===== config.mk =====
export PLATFORM = sky130hd
export DESIGN_NAME = slsf_top
export DESIGN_NICKNAME = d
export VERILOG_FILES = /design/src/hw/slsf_top.v /design/src/hw/slsf_lane_counter.v
export VERILOG_INCLUDE_DIRS = /design/src /design/src/hw
export SDC_FILE = /design/constraint.sdc
export NUM_CORES = 1
export LEC_CHECK = 0
export ABC_AREA = 1
export BUFFER_PORTS_ARGS = -buffer_cell sky130_fd_sc_hd__buf_2
export CAP_MARGIN = 15
export CORE_ASPECT_RATIO = 0.6
export CORE_MARGIN = 4
export CORE_UTILIZATION = 50
export DETAILED_ROUTE_END_ITERATION = 8
export GPL_TIMING_DRIVEN = 0
export PLACE_DENSITY = 0.74
export SLEW_MARGIN = 20
export SYNTH_ARGS = -nofsm -noshare
export SYNTH_HDL_FRONTEND = slang
export SYNTH_SLANG_ARGS = --single-unit

===== constraint.sdc =====
create_clock -name ref_clk -period 1.7 [get_ports ref_clk]
set_clock_uncertainty 0.2 [all_clocks]
set_input_delay 0.34 -clock ref_clk [delete_from_list [all_inputs] [get_ports ref_clk]]
set_output_delay 0.34 -clock ref_clk [all_outputs]
set_load 0.01 [all_outputs]

===== src/hw/slsf_defs.vh =====
`ifndef SLSF_DEFS_VH
`define SLSF_DEFS_VH
// Register indices as printed; byte address is four times the index
`define SLSF_IDX_ALIGN      12'h46c
`define SLSF_IDX_DISP       12'h46d
`define SLSF_IDX_IRQ_STAT   12'h470
`define SLSF_IDX_IRQ_MASK   12'h471
`define SLSF_IDX_CTRL       12'h472
// Byte addresses
`define SLSF_ADDR_ALIGN     14'h11b0
`define SLSF_ADDR_DISP      14'h11b4
`define SLSF_ADDR_IRQ_STAT  14'h11c0
`define SLSF_ADDR_IRQ_MASK  14'h11c4
`define SLSF_ADDR_CTRL      14'h11c8
// Control register fields
`define SLSF_CTRL_THR_LSB   0
`define SLSF_CTRL_THR_MSB   7
`define SLSF_CTRL_SKIP_BIT  8
`define SLSF_CTRL_CLR_BIT   9
// Interrupt status fields: [7:0] disparity fault rise, [15:8] alignment loss
`define SLSF_IRQ_DISP_LSB   0
`define SLSF_IRQ_ALIGN_LSB  8
// Reset values
`define SLSF_RST_STATUS     8'h00
`define SLSF_RST_THR        8'hff
`define SLSF_RST_MASK       16'h0000
`define SLSF_CNT_MAX        8'hff
`endif


===== src/hw/slsf_top.v =====
// Functional notes
// - One alignment status bit per lane, 1=aligned
// - Disparity flag set when count reaches threshold
// - Disparity flags gathered at index 0x46d
// - Alignment and disparity status bits read-only, reset to zero
`timescale 1ns/1ps
`include "slsf_defs.vh"
module slsf_top (
    input  wire        ref_clk,        // 250 MHz logic clock
    input  wire        rst_b,          // Async reset, active low
    input  wire        psel,           // APB select
    input  wire        penable,        // APB access phase
    input  wire        pwrite,         // APB direction
    input  wire [13:0] paddr,          // APB byte address
    input  wire [31:0] pwdata,         // APB write data
    output wire        pready,         // APB ready
    output reg  [31:0] prdata,         // APB read data
    output wire        pslverr,        // APB error
    input  wire [7:0]  lane_aligned,   // Per-lane deskew result, from receivers
    input  wire [7:0]  lane_disp_err,  // Per-lane disparity violation pulses
    output reg         skip_initial_alignment, // Skip alignment sequence option
    output wire        irq             // Level interrupt
);
    reg  [7:0]  error_count_threshold; // Shared threshold
    reg  [7:0]  align_s1;              // Sync stage 1
    reg  [7:0]  align_s2;              // Sync stage 2
    reg  [7:0]  align_s3;              // Sync stage 3
    reg  [7:0]  lane_alignment_status; // Debounced alignment bits
    reg  [7:0]  cnt_clear;             // Counter clear strobe
    reg  [15:0] irq_status;            // Sticky events
    reg  [15:0] irq_mask;              // Enable per event
    reg  [7:0]  disp_prev;             // Previous fault flags
    wire [7:0]  lane_disparity_fault_flags; // Per-lane fault flags
    wire [15:0] events;                // Event pulses this cycle
    wire        wr_en;                 // Write completes
    wire        rd_en;                 // Read setup phase
    wire        addr_ok;               // Address mapped

    // True when address hits a mapped register
    function addr_hit;
        input [13:0] a;
        begin
            addr_hit = (a == `SLSF_ADDR_ALIGN) || (a == `SLSF_ADDR_DISP) ||
                       (a == `SLSF_ADDR_IRQ_STAT) || (a == `SLSF_ADDR_IRQ_MASK) ||
                       (a == `SLSF_ADDR_CTRL);
        end
    endfunction

    // Zero-wait APB slave
    assign pready  = 1'b1;
    assign addr_ok = addr_hit(paddr);
    assign pslverr = psel & penable & ~addr_ok;
    assign wr_en   = psel & penable & pwrite & addr_ok;
    assign rd_en   = psel & ~penable & ~pwrite;

    // Alignment inputs from receivers: three stages, accept when 2 and 3 agree
    always @(posedge ref_clk or negedge rst_b) begin
        if (!rst_b) begin
            align_s1              <= `SLSF_RST_STATUS;
            align_s2              <= `SLSF_RST_STATUS;
            align_s3              <= `SLSF_RST_STATUS;
            lane_alignment_status <= `SLSF_RST_STATUS;
        end else begin
            align_s1 <= lane_aligned;
            align_s2 <= align_s1;
            align_s3 <= align_s2;
            lane_alignment_status <= (align_s2 & align_s3) |
                                     (lane_alignment_status & (align_s2 | align_s3));
        end
    end

    // One saturating counter per lane
    genvar g;
    generate
        for (g = 0; g < 8; g = g + 1) begin : lane
            slsf_lane_counter u_cnt (
                .ref_clk   (ref_clk),
                .rst_b     (rst_b),
                .clear     (cnt_clear[g]),
                .err_pulse (lane_disp_err[g]),
                .threshold (error_count_threshold),
                .count     (),
                .fault     (lane_disparity_fault_flags[g])
            );
        end
    endgenerate

    // Events: fault flag rises, alignment lost
    assign events = {lane_alignment_status & ~align_s2 & ~align_s3,
                     lane_disparity_fault_flags & ~disp_prev};

    // Control, mask and sticky status; set wins over clear
    always @(posedge ref_clk or negedge rst_b) begin
        if (!rst_b) begin
            error_count_threshold  <= `SLSF_RST_THR;
            skip_initial_alignment <= 1'b0;
            cnt_clear              <= 8'h00;
            irq_mask               <= `SLSF_RST_MASK;
            irq_status             <= 16'h0000;
            disp_prev              <= 8'h00;
        end else begin
            disp_prev <= lane_disparity_fault_flags;
            cnt_clear <= 8'h00;
            if (wr_en && paddr == `SLSF_ADDR_CTRL) begin
                error_count_threshold  <= pwdata[`SLSF_CTRL_THR_MSB:`SLSF_CTRL_THR_LSB];
                skip_initial_alignment <= pwdata[`SLSF_CTRL_SKIP_BIT];
                cnt_clear              <= {8{pwdata[`SLSF_CTRL_CLR_BIT]}};
            end
            if (wr_en && paddr == `SLSF_ADDR_IRQ_MASK) begin
                irq_mask <= pwdata[15:0];
            end
            if (wr_en && paddr == `SLSF_ADDR_IRQ_STAT) begin
                irq_status <= (irq_status & ~pwdata[15:0]) | events;
            end else begin
                irq_status <= irq_status | events;
            end
        end
    end

    assign irq = |(irq_status & irq_mask);

    // Read data captured in setup phase; alignment and disparity status registers have no write path
    always @(posedge ref_clk or negedge rst_b) begin
        if (!rst_b) begin
            prdata <= 32'h00000000;
        end else if (rd_en) begin
            case (paddr)
                `SLSF_ADDR_ALIGN:    prdata <= {24'h000000, lane_alignment_status};
                `SLSF_ADDR_DISP:     prdata <= {24'h000000, lane_disparity_fault_flags};
                `SLSF_ADDR_IRQ_STAT: prdata <= {16'h0000, irq_status};
                `SLSF_ADDR_IRQ_MASK: prdata <= {16'h0000, irq_mask};
                `SLSF_ADDR_CTRL:     prdata <= {23'h000000, skip_initial_alignment,
                                                error_count_threshold};
                default:             prdata <= 32'h00000000;
            endcase
        end
    end
endmodule


===== src/hw/slsf_lane_counter.v =====
`timescale 1ns/1ps
`include "slsf_defs.vh"
// Saturating disparity error counter for one lane
module slsf_lane_counter (
    input  wire       ref_clk,      // Link logic clock
    input  wire       rst_b,        // Async reset, active low
    input  wire       clear,        // Restart count
    input  wire       err_pulse,    // One disparity violation
    input  wire [7:0] threshold,    // Shared error threshold
    output reg  [7:0] count,        // Current count
    output reg        fault         // Count at or above threshold
);
    // Count up, stop at all ones rather than wrap
    always @(posedge ref_clk or negedge rst_b) begin
        if (!rst_b) begin
            count <= 8'h00;
        end else if (clear) begin
            count <= 8'h00;
        end else if (err_pulse && count != `SLSF_CNT_MAX) begin
            count <= count + 8'h01;
        end
    end

    // Registered compare against threshold
    always @(posedge ref_clk or negedge rst_b) begin
        if (!rst_b) begin
            fault <= 1'b0;
        end else begin
            fault <= (count >= threshold);
        end
    end
endmodule


==> results.sh, run 1 <==
export IMPL_grt_use_total=0.264
export IMPL_grt_util_met2=0.397
export IMPL_synth_edff_count=0
export IMPL_violations="negative setup slack"
export IMPL_grt_max_degree=63
export IMPL_avgSynthCellArea_um2=8.21
export IMPL_critical_path_arrival_ns=1.64
export IMPL_wl_per_cell_um=18.4
export IMPL_die_area_mm2=0.0207
export IMPL_dp_cells=1447
export IMPL_peakVddDrop_uv=797
export IMPL_grt_first_pass_wirelength_um=43100
export IMPL_relSlewSlack=0.611
export IMPL_ios=103
export IMPL_pre_cts_slack_ns=-0.624
export IMPL_antenna_left=0
export IMPL_finalMaxSlewViolations=0
export IMPL_seqPwrFrac=0.361
export IMPL_switching_power_mw=6.55
export IMPL_cts_root_buf="clkbuf_16"
export IMPL_period_share=1.28
export IMPL_crit_buf_inv=2
export IMPL_wl_um=29500
export IMPL_drc=0
export IMPL_p_comb_frac=0.422
export IMPL_rsz0062_at_grt="true"
export IMPL_synth_area_leader_cell="dfrtp_1"
export IMPL_drt_pass1_iterations=5
export IMPL_busiest_layer="met2"
export IMPL_hold_violations=0
export IMPL_startpoint="irq_status[14]"
export IMPL_cp_slowest_cell="dfrtp_1"
export IMPL_drt_initial_drc_count=843
export IMPL_setup_tns_ns=-3.19
export IMPL_drive_gt1_frac=0.385
export IMPL_power_share_clock=0.217
export IMPL_ys_ff_latch=170
export IMPL_cp_start_kind="flop"
export IMPL_switching_share=0.387
export IMPL_synthTopCellsByArea="dfrtp_1, ha_1, nand2_1"
export IMPL_ys_seq_area_frac=0.463
export IMPL_dominantRegCellSynth="dfrtp_1"
export IMPL_coreArea_mm2=0.0181
export IMPL_rr_endpoint="lane[1].u_cnt.fault"
export IMPL_cp_num_cells=7
export IMPL_grt_pass1_vias=8394
export IMPL_vias=8847
export IMPL_start_util=0.509
export IMPL_antenna_found_initial=0
export IMPL_clkSlewWorstSetupHoldPaths_ns=0.07
export IMPL_cts_tree="done"
export IMPL_power_density_mw_per_mm2=1270
export IMPL_required_ns=1.16
export IMPL_setup_violations=16
export IMPL_rr_worst_depth=8
export IMPL_yosysUniqueCellTypes=32
export IMPL_status="complete, but fails checks"
export IMPL_syn_inst=1121
export IMPL_min_period_ns=2.18
export IMPL_layout_nets=1486
export IMPL_yosysWarnings=0
export IMPL_port_buffers=69
export IMPL_timing_hold_ws_ns=0.0294
export IMPL_final_util=0.736
export IMPL_via_per_inst=5.53
export IMPL_path_delay_family="flip-flops"
export IMPL_rr_startpoint="error_count_threshold[2]"
export IMPL_max_freq_mhz=460
export IMPL_crit_path_max_incr_delay_ns=0.39
export IMPL_min_path_type="primary input to flop"
export IMPL_gr_usage_met1=0.367
export IMPL_syn_to_final_growth_pct=44.5
export IMPL_rows=38
export IMPL_use_met3=0.0774
export IMPL_final_cells=1600
export IMPL_endpoint="irq"
export IMPL_internal_power_mw=10.4
export IMPL_cap_violations=0
export IMPL_die_w_um=183
export IMPL_tightest_slew_ns=0.584
export IMPL_crit_fanout=2
export IMPL_clockBufferDepth=2
export IMPL_leakagePower_nw=6.24
export IMPL_r2r_slack_ns=-0.36
export IMPL_synthArstFlopShare=1.00
export IMPL_cts_sinks=170
export IMPL_clock_latency_ns=0.43
export IMPL_gr_total_overflow=0
export IMPL_cts_buffers_inserted=17
export IMPL_h_tree_depth=4
export IMPL_chipHeight_um=113
export IMPL_gp_congestion=0.860
export IMPL_critical_path_class="flop to primary output"
export IMPL_path_cells="inv_2 -> o22ai_2 -> a21oi_2 -> nand2_1 -> nor3_2 -> nand3_1 -> buf_2"
export IMPL_antenna_cells=0
export IMPL_hpwlAfterDp_um=16500
export IMPL_end_kind="primary output"
export IMPL_synth_top_area_share=0.440
export IMPL_syn_area_mm2=0.00920
export IMPL_worst_slack_ns=-0.476
-- worst register-to-register path: stages (launching register included) --
cell,delay (ns)
dfstp_2,0.56
clkinvlp_4,0.22
buf_4,0.21
buf_6,0.11
ha_4,0.15
a21oi_2,0.16
o21ai_2,0.08
a21oi_2,0.14
o41ai_2,0.10
-- stage by stage --
stage / power, mW / area (µm²)
6_report: 16.9 / 13300
5_1_grt: 17.8 / 13300
4_1_cts: 15.0 / 12300
3_5_place_dp: 9.58 / 9980
3_3_place_gp: 9.31 / 9920
2_1_floorplan: 8.46 / 9270
-- cells by family after synthesis --
logic type / count (synthesis) / share of synthesized area
simple gates: 448 / 0.204
compound gates: 236 / 0.141
buf+inv: 190 / 0.0903
flops: 170 / 0.463
fa+ha+maj: 72 / 0.0979
xor+xnor: 3 / 0.00286
other cells: 2 / 0.000816
-- layout make-up --
class                           count  area, µm²
Sequential cell                   170       4280
Timing Repair Buffer              191       1600
Buffer                             37        284
Clock buffer                       21        440
Tap cell                          240        300
Inverter                          153        607
Fill cell                        1177       4770
Clock inverter                     11        100
Multi-Input combinational cell    777       5690
-- power by group through the flow --
stage / Clock (mW) / Sequential, mW / Combinational, mW
6_report: 3.67 / 6.09 / 7.13
5_1_grt: 3.88 / 6.20 / 7.76
4_1_cts: 3.69 / 5.95 / 5.37
3_5_place_dp: 0 / 5.84 / 3.74
3_3_place_gp: 0 / 5.80 / 3.51
2_1_floorplan: 0 / 5.60 / 2.87
-- sequential cells by signal, summed over array words and instances, names as in the netlist --
signal,count
irq_mask,16
lane.u_cnt.fault,8
prdata,16
align_s1,8
disp_prev,8
cnt_clear,1
skip_initial_alignment,1
lane_alignment_status,8
align_s2,8
align_s3,8
lane.u_cnt.count,64
error_count_threshold,8
irq_status,16
-- metal layers --
layer	part of all wire	wire [µm]	up-vias
li1	-	-	4121
met1	0.42	12200	4225
met2	0.46	13500	418
met3	0.098	2880	83
met4	0.028	833	0
met5	0	0	-
-- placed cells by master, fill, tap and decap left out, types with 5 or more instances in the layout --
| cell | count |
|---|---|
| nor2_2 | 8 |
| conb_1 | 17 |
| dfrtp_1 | 151 |
| nor3_2 | 6 |
| buf_6 | 24 |
| a21oi_1 | 63 |
| inv_1 | 125 |
| nand3_4 | 8 |
| nand4_1 | 22 |
| clkbuf_16 | 20 |
| o21ai_2 | 34 |
| clkbuf_1 | 6 |
| nor3_4 | 6 |
| nand2_1 | 187 |
| nand2_4 | 17 |
| nor2_4 | 21 |
| inv_2 | 18 |
| o22ai_1 | 6 |
| buf_2 | 67 |
| o21ai_0 | 41 |
| a21oi_4 | 5 |
| dfrtp_2 | 11 |
| nand3_2 | 7 |
| buf_12 | 8 |
| buf_4 | 92 |
| nand3_1 | 30 |
| nand2_2 | 27 |
| ha_1 | 21 |
| o21ai_1 | 36 |
| clkinvlp_4 | 10 |
| ha_4 | 47 |
| o41ai_2 | 7 |
| clkbuf_2 | 5 |
| a21oi_2 | 36 |
| dfstp_2 | 8 |
| or2_2 | 8 |
| dlygate4sd3_1 | 23 |
| nor2_1 | 97 |
-- timing repair --
item	in CTS	in global routing
hold buffers	23	0
endpoints found under the hold margin	82	0
resized for setup	191	203
gates cloned	2	2
setup buffers	54	44
endpoints found under the setup margin	71	170
pin swaps	85	74
-- cell usage after synthesis, types with 4 or more instances --
cell and count:
o21ai_0 85, a21oi_1 104, buf_4 20, nor3_1 12
nand4_1 22, inv_1 148, buf_6 5, or2_2 8
dfrtp_1 162, nand3_1 41, dfstp_2 8, ha_1 72
o22ai_1 7, o41ai_1 8, nand2_1 231, o21ai_2 16
nor2_1 123, o21ai_1 11, and3_1 4, buf_2 4
clkbuf_1 8
-- worst min-delay path by stage --
stage	end	cells after the start	from	slack [ns]
floorplan	align_s1[0]	0	rst_b	-0.16
global placement	align_s2[7]	0	align_s1[7]	0.13
detailed placement	lane[6].u_cnt.count[2]	1	rst_b	0.07
CTS	error_count_threshold[0]	3	pwdata[0]	0.02
global route	error_count_threshold[0]	3	pwdata[0]	0.03
finish	cnt_clear[6]	3	pwdata[9]	0.03
Power figures use the tool's default switching activity.
==> run 2, diff against run 1 <==
--- a/config.mk
+++ b/config.mk
@@ -14,7 +14,7 @@
 export CORE_UTILIZATION = 50
 export DETAILED_ROUTE_END_ITERATION = 8
 export GPL_TIMING_DRIVEN = 0
-export PLACE_DENSITY = 0.74
+export PLACE_DENSITY = 0.71
 export SLEW_MARGIN = 20
 export SYNTH_ARGS = -nofsm -noshare
 export SYNTH_HDL_FRONTEND = slang
==> constraint.sdc (replaced) <==
create_clock -name ref_clk -period 2.26 [get_ports ref_clk]
set_clock_uncertainty 0.2 [all_clocks]
set_input_delay 0.452 -clock ref_clk [delete_from_list [all_inputs] [get_ports ref_clk]]
set_output_delay 0.452 -clock ref_clk [all_outputs]
set_load 0.01 [all_outputs]
==> results.sh, run 2 (synthesized netlist as in run 1, its figures left out) <==
export IMPL_status="complete, no violations"
export IMPL_final_util=0.594
export IMPL_largest_reg_flops=64
export IMPL_min_period_ns=2.24
export IMPL_hpwlAfterDp_um=16800
export IMPL_cts_buffers_inserted=17
export IMPL_finalMaxSlewViolations=0
export IMPL_port_buffers=69
export IMPL_min_path_type="primary input to flop"
export IMPL_fill_cells=1550
export IMPL_period_share=0.992
export IMPL_vias=7840
export IMPL_r2r_slack_ns=0.13
export IMPL_final_cells=1491
export IMPL_final_common_cell="nand2_1"
export IMPL_antenna_found_initial=0
export IMPL_fin_total_pwr_mw=10.4
export IMPL_seqPwrFrac=0.416
export IMPL_antenna_cells=0
export IMPL_ios=103
export IMPL_cts_tree="done"
export IMPL_cp_start_kind="flop"
export IMPL_coreArea_mm2=0.0181
export IMPL_drc=0
export IMPL_drive_gt1_frac=0.145
export IMPL_end_kind="primary output"
export IMPL_endpoint="irq"
export IMPL_wl_per_cell_um=15.6
export IMPL_max_freq_mhz=446
export IMPL_power_share_clock=0.310
export IMPL_path_cells="inv_2 -> o22ai_1 -> a21oi_1 -> nand2_1 -> nor3_2 -> nand3_1 -> buf_2"
export IMPL_rows=38
export IMPL_pre_cts_slack_ns=-0.165
export IMPL_dp_cells=1446
export IMPL_start_util=0.509
export IMPL_gr_total_overflow=0
export IMPL_clock_latency_ns=0.44
export IMPL_placed_area_mm2=0.00994
export IMPL_grt_max_degree=95
export IMPL_startpoint="irq_status[14]"
export IMPL_die_area_mm2=0.0207
export IMPL_critical_path_arrival_ns=1.59
export IMPL_leakagePower_nw=5.46
export IMPL_largest_register="lane.u_cnt.count"
export IMPL_p_comb_frac=0.274
export IMPL_via_per_inst=5.26
export IMPL_post_route_cell_area_mm2=0.0107
export IMPL_cts_sinks=170
export IMPL_switching_power_mw=3.61
export IMPL_drt_initial_drc_count=736
export IMPL_rr_endpoint="lane[6].u_cnt.fault"
export IMPL_clockBufferDepth=2
export IMPL_power_density_mw_per_mm2=974
export IMPL_die_w_um=183
export IMPL_peakVddDrop_uv=602
export IMPL_switching_share=0.346
export IMPL_hold_violations=0
export IMPL_rr_worst_depth=4
export IMPL_critical_path_class="flop to primary output"
export IMPL_clkSlewWorstSetupHoldPaths_ns=0.07
export IMPL_relSlewSlack=0.469
export IMPL_required_ns=1.61
export IMPL_chipHeight_um=113
export IMPL_antenna_left=0
export IMPL_mostFrequentLayoutCells="nand2_1, dfrtp_1, inv_1, nor2_1, a21oi_1"
export IMPL_setup_violations=0
export IMPL_internal_power_mw=6.84
export IMPL_timing_hold_ws_ns=0.0642
export IMPL_setup_tns_ns=0
export IMPL_drt_pass1_iterations=5
export IMPL_h_tree_depth=4
export IMPL_crit_fanout=3
export IMPL_syn_to_final_growth_pct=16.6
export IMPL_rsz0062_at_grt="true"
export IMPL_cts_root_buf="clkbuf_16"
export IMPL_layout_nets=1377
export IMPL_gp_congestion=0.872
export IMPL_worst_slack_ns=0.0185
export IMPL_grt_use_total=0.229
export IMPL_grt_first_pass_wirelength_um=37400
export IMPL_cap_violations=0
export IMPL_crit_path_max_incr_delay_ns=0.39
export IMPL_wl_um=23200
export IMPL_cp_slowest_cell="dfrtp_1"
export IMPL_grt_pass1_vias=7261
export IMPL_tightest_slew_ns=0.797
export IMPL_rr_startpoint="error_count_threshold[5]"
[run 2: cell type report]
type / count / area, µm² / share of cell area
sequential: 170 / 4260 / 0.397
multi-input combinational: 776 / 4180 / 0.389
inverter: 153 / 574 / 0.0535
timing repair buffer: 84 / 510 / 0.0476
clock buffer: 18 / 439 / 0.0409
tap: 240 / 300 / 0.0280
buffer: 36 / 258 / 0.0240
clock inverter: 14 / 204 / 0.0190
[run 2: worst min path at each step]
stage          slack, ns            to   startpoint  cells past startpoint
3_5_place_dp        0.13   align_s2[0]  align_s1[0]                      0
3_3_place_gp        0.13   align_s2[7]  align_s1[7]                      0
2_1_floorplan      -0.04   align_s1[0]        rst_b                      0
4_1_cts             0.06  irq_mask[12]   pwdata[12]                      3
5_1_grt             0.07  irq_mask[11]   pwdata[11]                      3
6_report            0.06  irq_mask[11]   pwdata[11]                      3
[run 2: worst max-delay path, delay by kind of cell, from the launching register on]
family                 cells  cell delay [ns]
AO/OA/AOI/OAI              2             0.20
buffers and inverters      2             0.26
flip-flops                 1             0.39
AND/OR/NAND/NOR            3             0.29
[run 2: timing repair]
item                       CTS  global route
buffers inserted             1             4
hold endpoints to repair    80             0
resized for setup            3             6
setup endpoints to repair    2             3
hold buffers                 9             0
pin swaps                    1             4
[run 2: per-layer routing]
metal | routed length [µm] | global-route usage
met5 | 0 | 0
met4 | 252 | 0.0546
met3 | 2050 | 0.0665
met2 | 9450 | 0.314
met1 | 11400 | 0.357
[run 2: power groups by stage]
stage	sequential (mW)	clock (mW)	combinational [mW]
after floorplan	4.21	0	2.15
after global placement	4.37	0	2.64
after detailed placement	4.39	0	2.80
after CTS	4.34	3.26	2.85
after global routing	4.44	3.40	3.39
final	4.35	3.24	2.86
==> run 3, diff against run 2 <==
--- a/config.mk
+++ b/config.mk
@@ -15,6 +15,7 @@
 export DETAILED_ROUTE_END_ITERATION = 8
 export GPL_TIMING_DRIVEN = 0
 export PLACE_DENSITY = 0.71
+export RECOVER_POWER = 25
 export SLEW_MARGIN = 20
 export SYNTH_ARGS = -nofsm -noshare
 export SYNTH_HDL_FRONTEND = slang
==> results.sh, run 3 (synthesized netlist as in run 1, its figures left out) <==
export IMPL_status="complete, no violations"
export IMPL_cts_sinks=170
export IMPL_wl_met2_um=9450
export IMPL_timing_hold_ws_ns=0.0642
export IMPL_setup_tns_ns=0
export IMPL_path_cells="inv_2 -> o22ai_1 -> a21oi_1 -> nand2_1 -> nor3_2 -> nand3_1 -> buf_2"
export IMPL_die_w_um=183
export IMPL_coreArea_mm2=0.0181
export IMPL_gr_total_overflow=0
export IMPL_relSlewSlack=0.272
export IMPL_fin_total_pwr_mw=10.4
export IMPL_leakagePower_nw=5.45
export IMPL_required_ns=1.61
export IMPL_mostFrequentLayoutCells="nand2_1, dfrtp_1, inv_1, nor2_1, a21oi_1"
export IMPL_chipHeight_um=113
export IMPL_wirelength_met1_um=11500
export IMPL_grt_use_total=0.229
export IMPL_clkSlewWorstSetupHoldPaths_ns=0.07
export IMPL_switching_power_mw=3.61
export IMPL_switching_share=0.346
export IMPL_period_share=0.992
export IMPL_clockBufferDepth=2
export IMPL_max_freq_mhz=446
export IMPL_p_comb_frac=0.274
export IMPL_cts_buffers_inserted=17
export IMPL_layout_nets=1377
export IMPL_internal_power_mw=6.83
export IMPL_clock_latency_ns=0.44
export IMPL_antenna_found_initial=0
export IMPL_critical_path_class="flop to primary output"
export IMPL_antenna_left=0
export IMPL_hold_violations=0
export IMPL_finalMaxSlewViolations=0
export IMPL_gp_congestion=0.872
export IMPL_start_util=0.509
export IMPL_grt_pass1_vias=7261
export IMPL_final_common_cell="nand2_1"
export IMPL_end_kind="primary output"
export IMPL_min_period_ns=2.24
export IMPL_cp_start_kind="flop"
export IMPL_drt_initial_drc_count=736
export IMPL_cts_tree="done"
export IMPL_pre_cts_slack_ns=-0.165
export IMPL_post_route_cell_area_mm2=0.0107
export IMPL_syn_to_final_growth_pct=16.5
export IMPL_crit_path_max_incr_delay_ns=0.39
export IMPL_grt_first_pass_wirelength_um=37400
export IMPL_power_share_clock=0.310
export IMPL_wl_met3_um=2020
export IMPL_seqPwrFrac=0.416
export IMPL_cts_root_buf="clkbuf_16"
export IMPL_peakVddDrop_uv=602
export IMPL_power_density_mw_per_mm2=974
export IMPL_critical_path_arrival_ns=1.59
export IMPL_drt_pass1_iterations=5
export IMPL_largest_register="lane.u_cnt.count"
export IMPL_wl_um=23200
export IMPL_rsz0062_at_grt="true"
export IMPL_cap_violations=0
export IMPL_die_area_mm2=0.0207
export IMPL_highest_layer="met4"
export IMPL_port_buffers=69
export IMPL_placed_area_mm2=0.00994
export IMPL_vias=7841
export IMPL_grt_max_degree=95
export IMPL_antenna_cells=0
export IMPL_ios=103
export IMPL_tightest_slew_ns=1.09
export IMPL_cp_slowest_cell="dfrtp_1"
export IMPL_worst_slack_ns=0.0184
export IMPL_min_path_type="primary input to flop"
export IMPL_h_tree_depth=4
export IMPL_largest_reg_flops=64
export IMPL_hpwlAfterDp_um=16800
export IMPL_drive_gt1_frac=0.145
export IMPL_rows=38
export IMPL_wl_per_cell_um=15.6
export IMPL_drc=0
export IMPL_setup_violations=0
export IMPL_via_per_inst=5.26
export IMPL_crit_fanout=3
run 3: cell types whose count changed in the layout (fill, tap and decap cells not counted), sizes merged:
cell and change:
buf -1, clkbuf +1
run 3: power groups by stage:
| stage | clock network [mW] | logic [mW] | registers (mW) |
|---|---|---|---|
| floorplan | 0 | 2.15 | 4.21 |
| global placement | 0 | 2.64 | 4.37 |
| detailed placement | 0 | 2.80 | 4.39 |
| CTS | 3.26 | 2.85 | 4.34 |
| global route | 3.40 | 3.38 | 4.44 |
| finish | 3.24 | 2.86 | 4.35 |
run 3: cell type report:
cell class	count	area (µm²)
clock inverters	14	204
plain buffers	36	258
repair buffers	84	503
fillers	1550	7350
multi-input cells	776	4180
clock buffers	18	439
flip-flops and latches	170	4260
inverters	153	574
well taps	240	300
run 3: worst paths after layout:
check,startpoint,endpoint,slack (ns),cells past startpoint
setup / recovery,irq_status[14],irq,0.02,7
hold / removal,pwdata[11],irq_mask[11],0.06,3
setup reg to reg,error_count_threshold[5],lane[6].u_cnt.fault,0.13,4
hold reg to reg,align_s1[1],align_s2[1],0.15,0
max in group asynchronous,rst_b,lane[0].u_cnt.count[2],0.27,3
min in group asynchronous,rst_b,prdata[4],0.58,2
run 3: layer usage:
metal	global-route usage	vias up
met5	0	-
met4	0.0546	0
met3	0.0665	25
met2	0.314	277
met1	0.357	3651
li1	-	3888
run 3: repair_timing:
action | in CTS | in global routing
setup buffers | 1 | 4
endpoints found under the hold margin | 80 | 0
endpoints found under the setup margin | 2 | 3
gates resized for setup | 3 | 6
pin swaps | 1 | 4
hold buffers | 9 | 0
run 3: per-stage QoR:
stage               std cells  utilization
floorplan                1136            -
global placement         1445        0.548
detailed placement       1446        0.550
CTS                      1487        0.591
global route             1491        0.593
finish                   1491        0.593
run 3: worst max-delay path, delay by kind of cell (launching register included):
kind	cells	cell delay (ns)
AOI/OAI and AO/OA	2	0.20
buffers and inverters	2	0.26
DFF	1	0.39
and+or+nand+nor	3	0.29
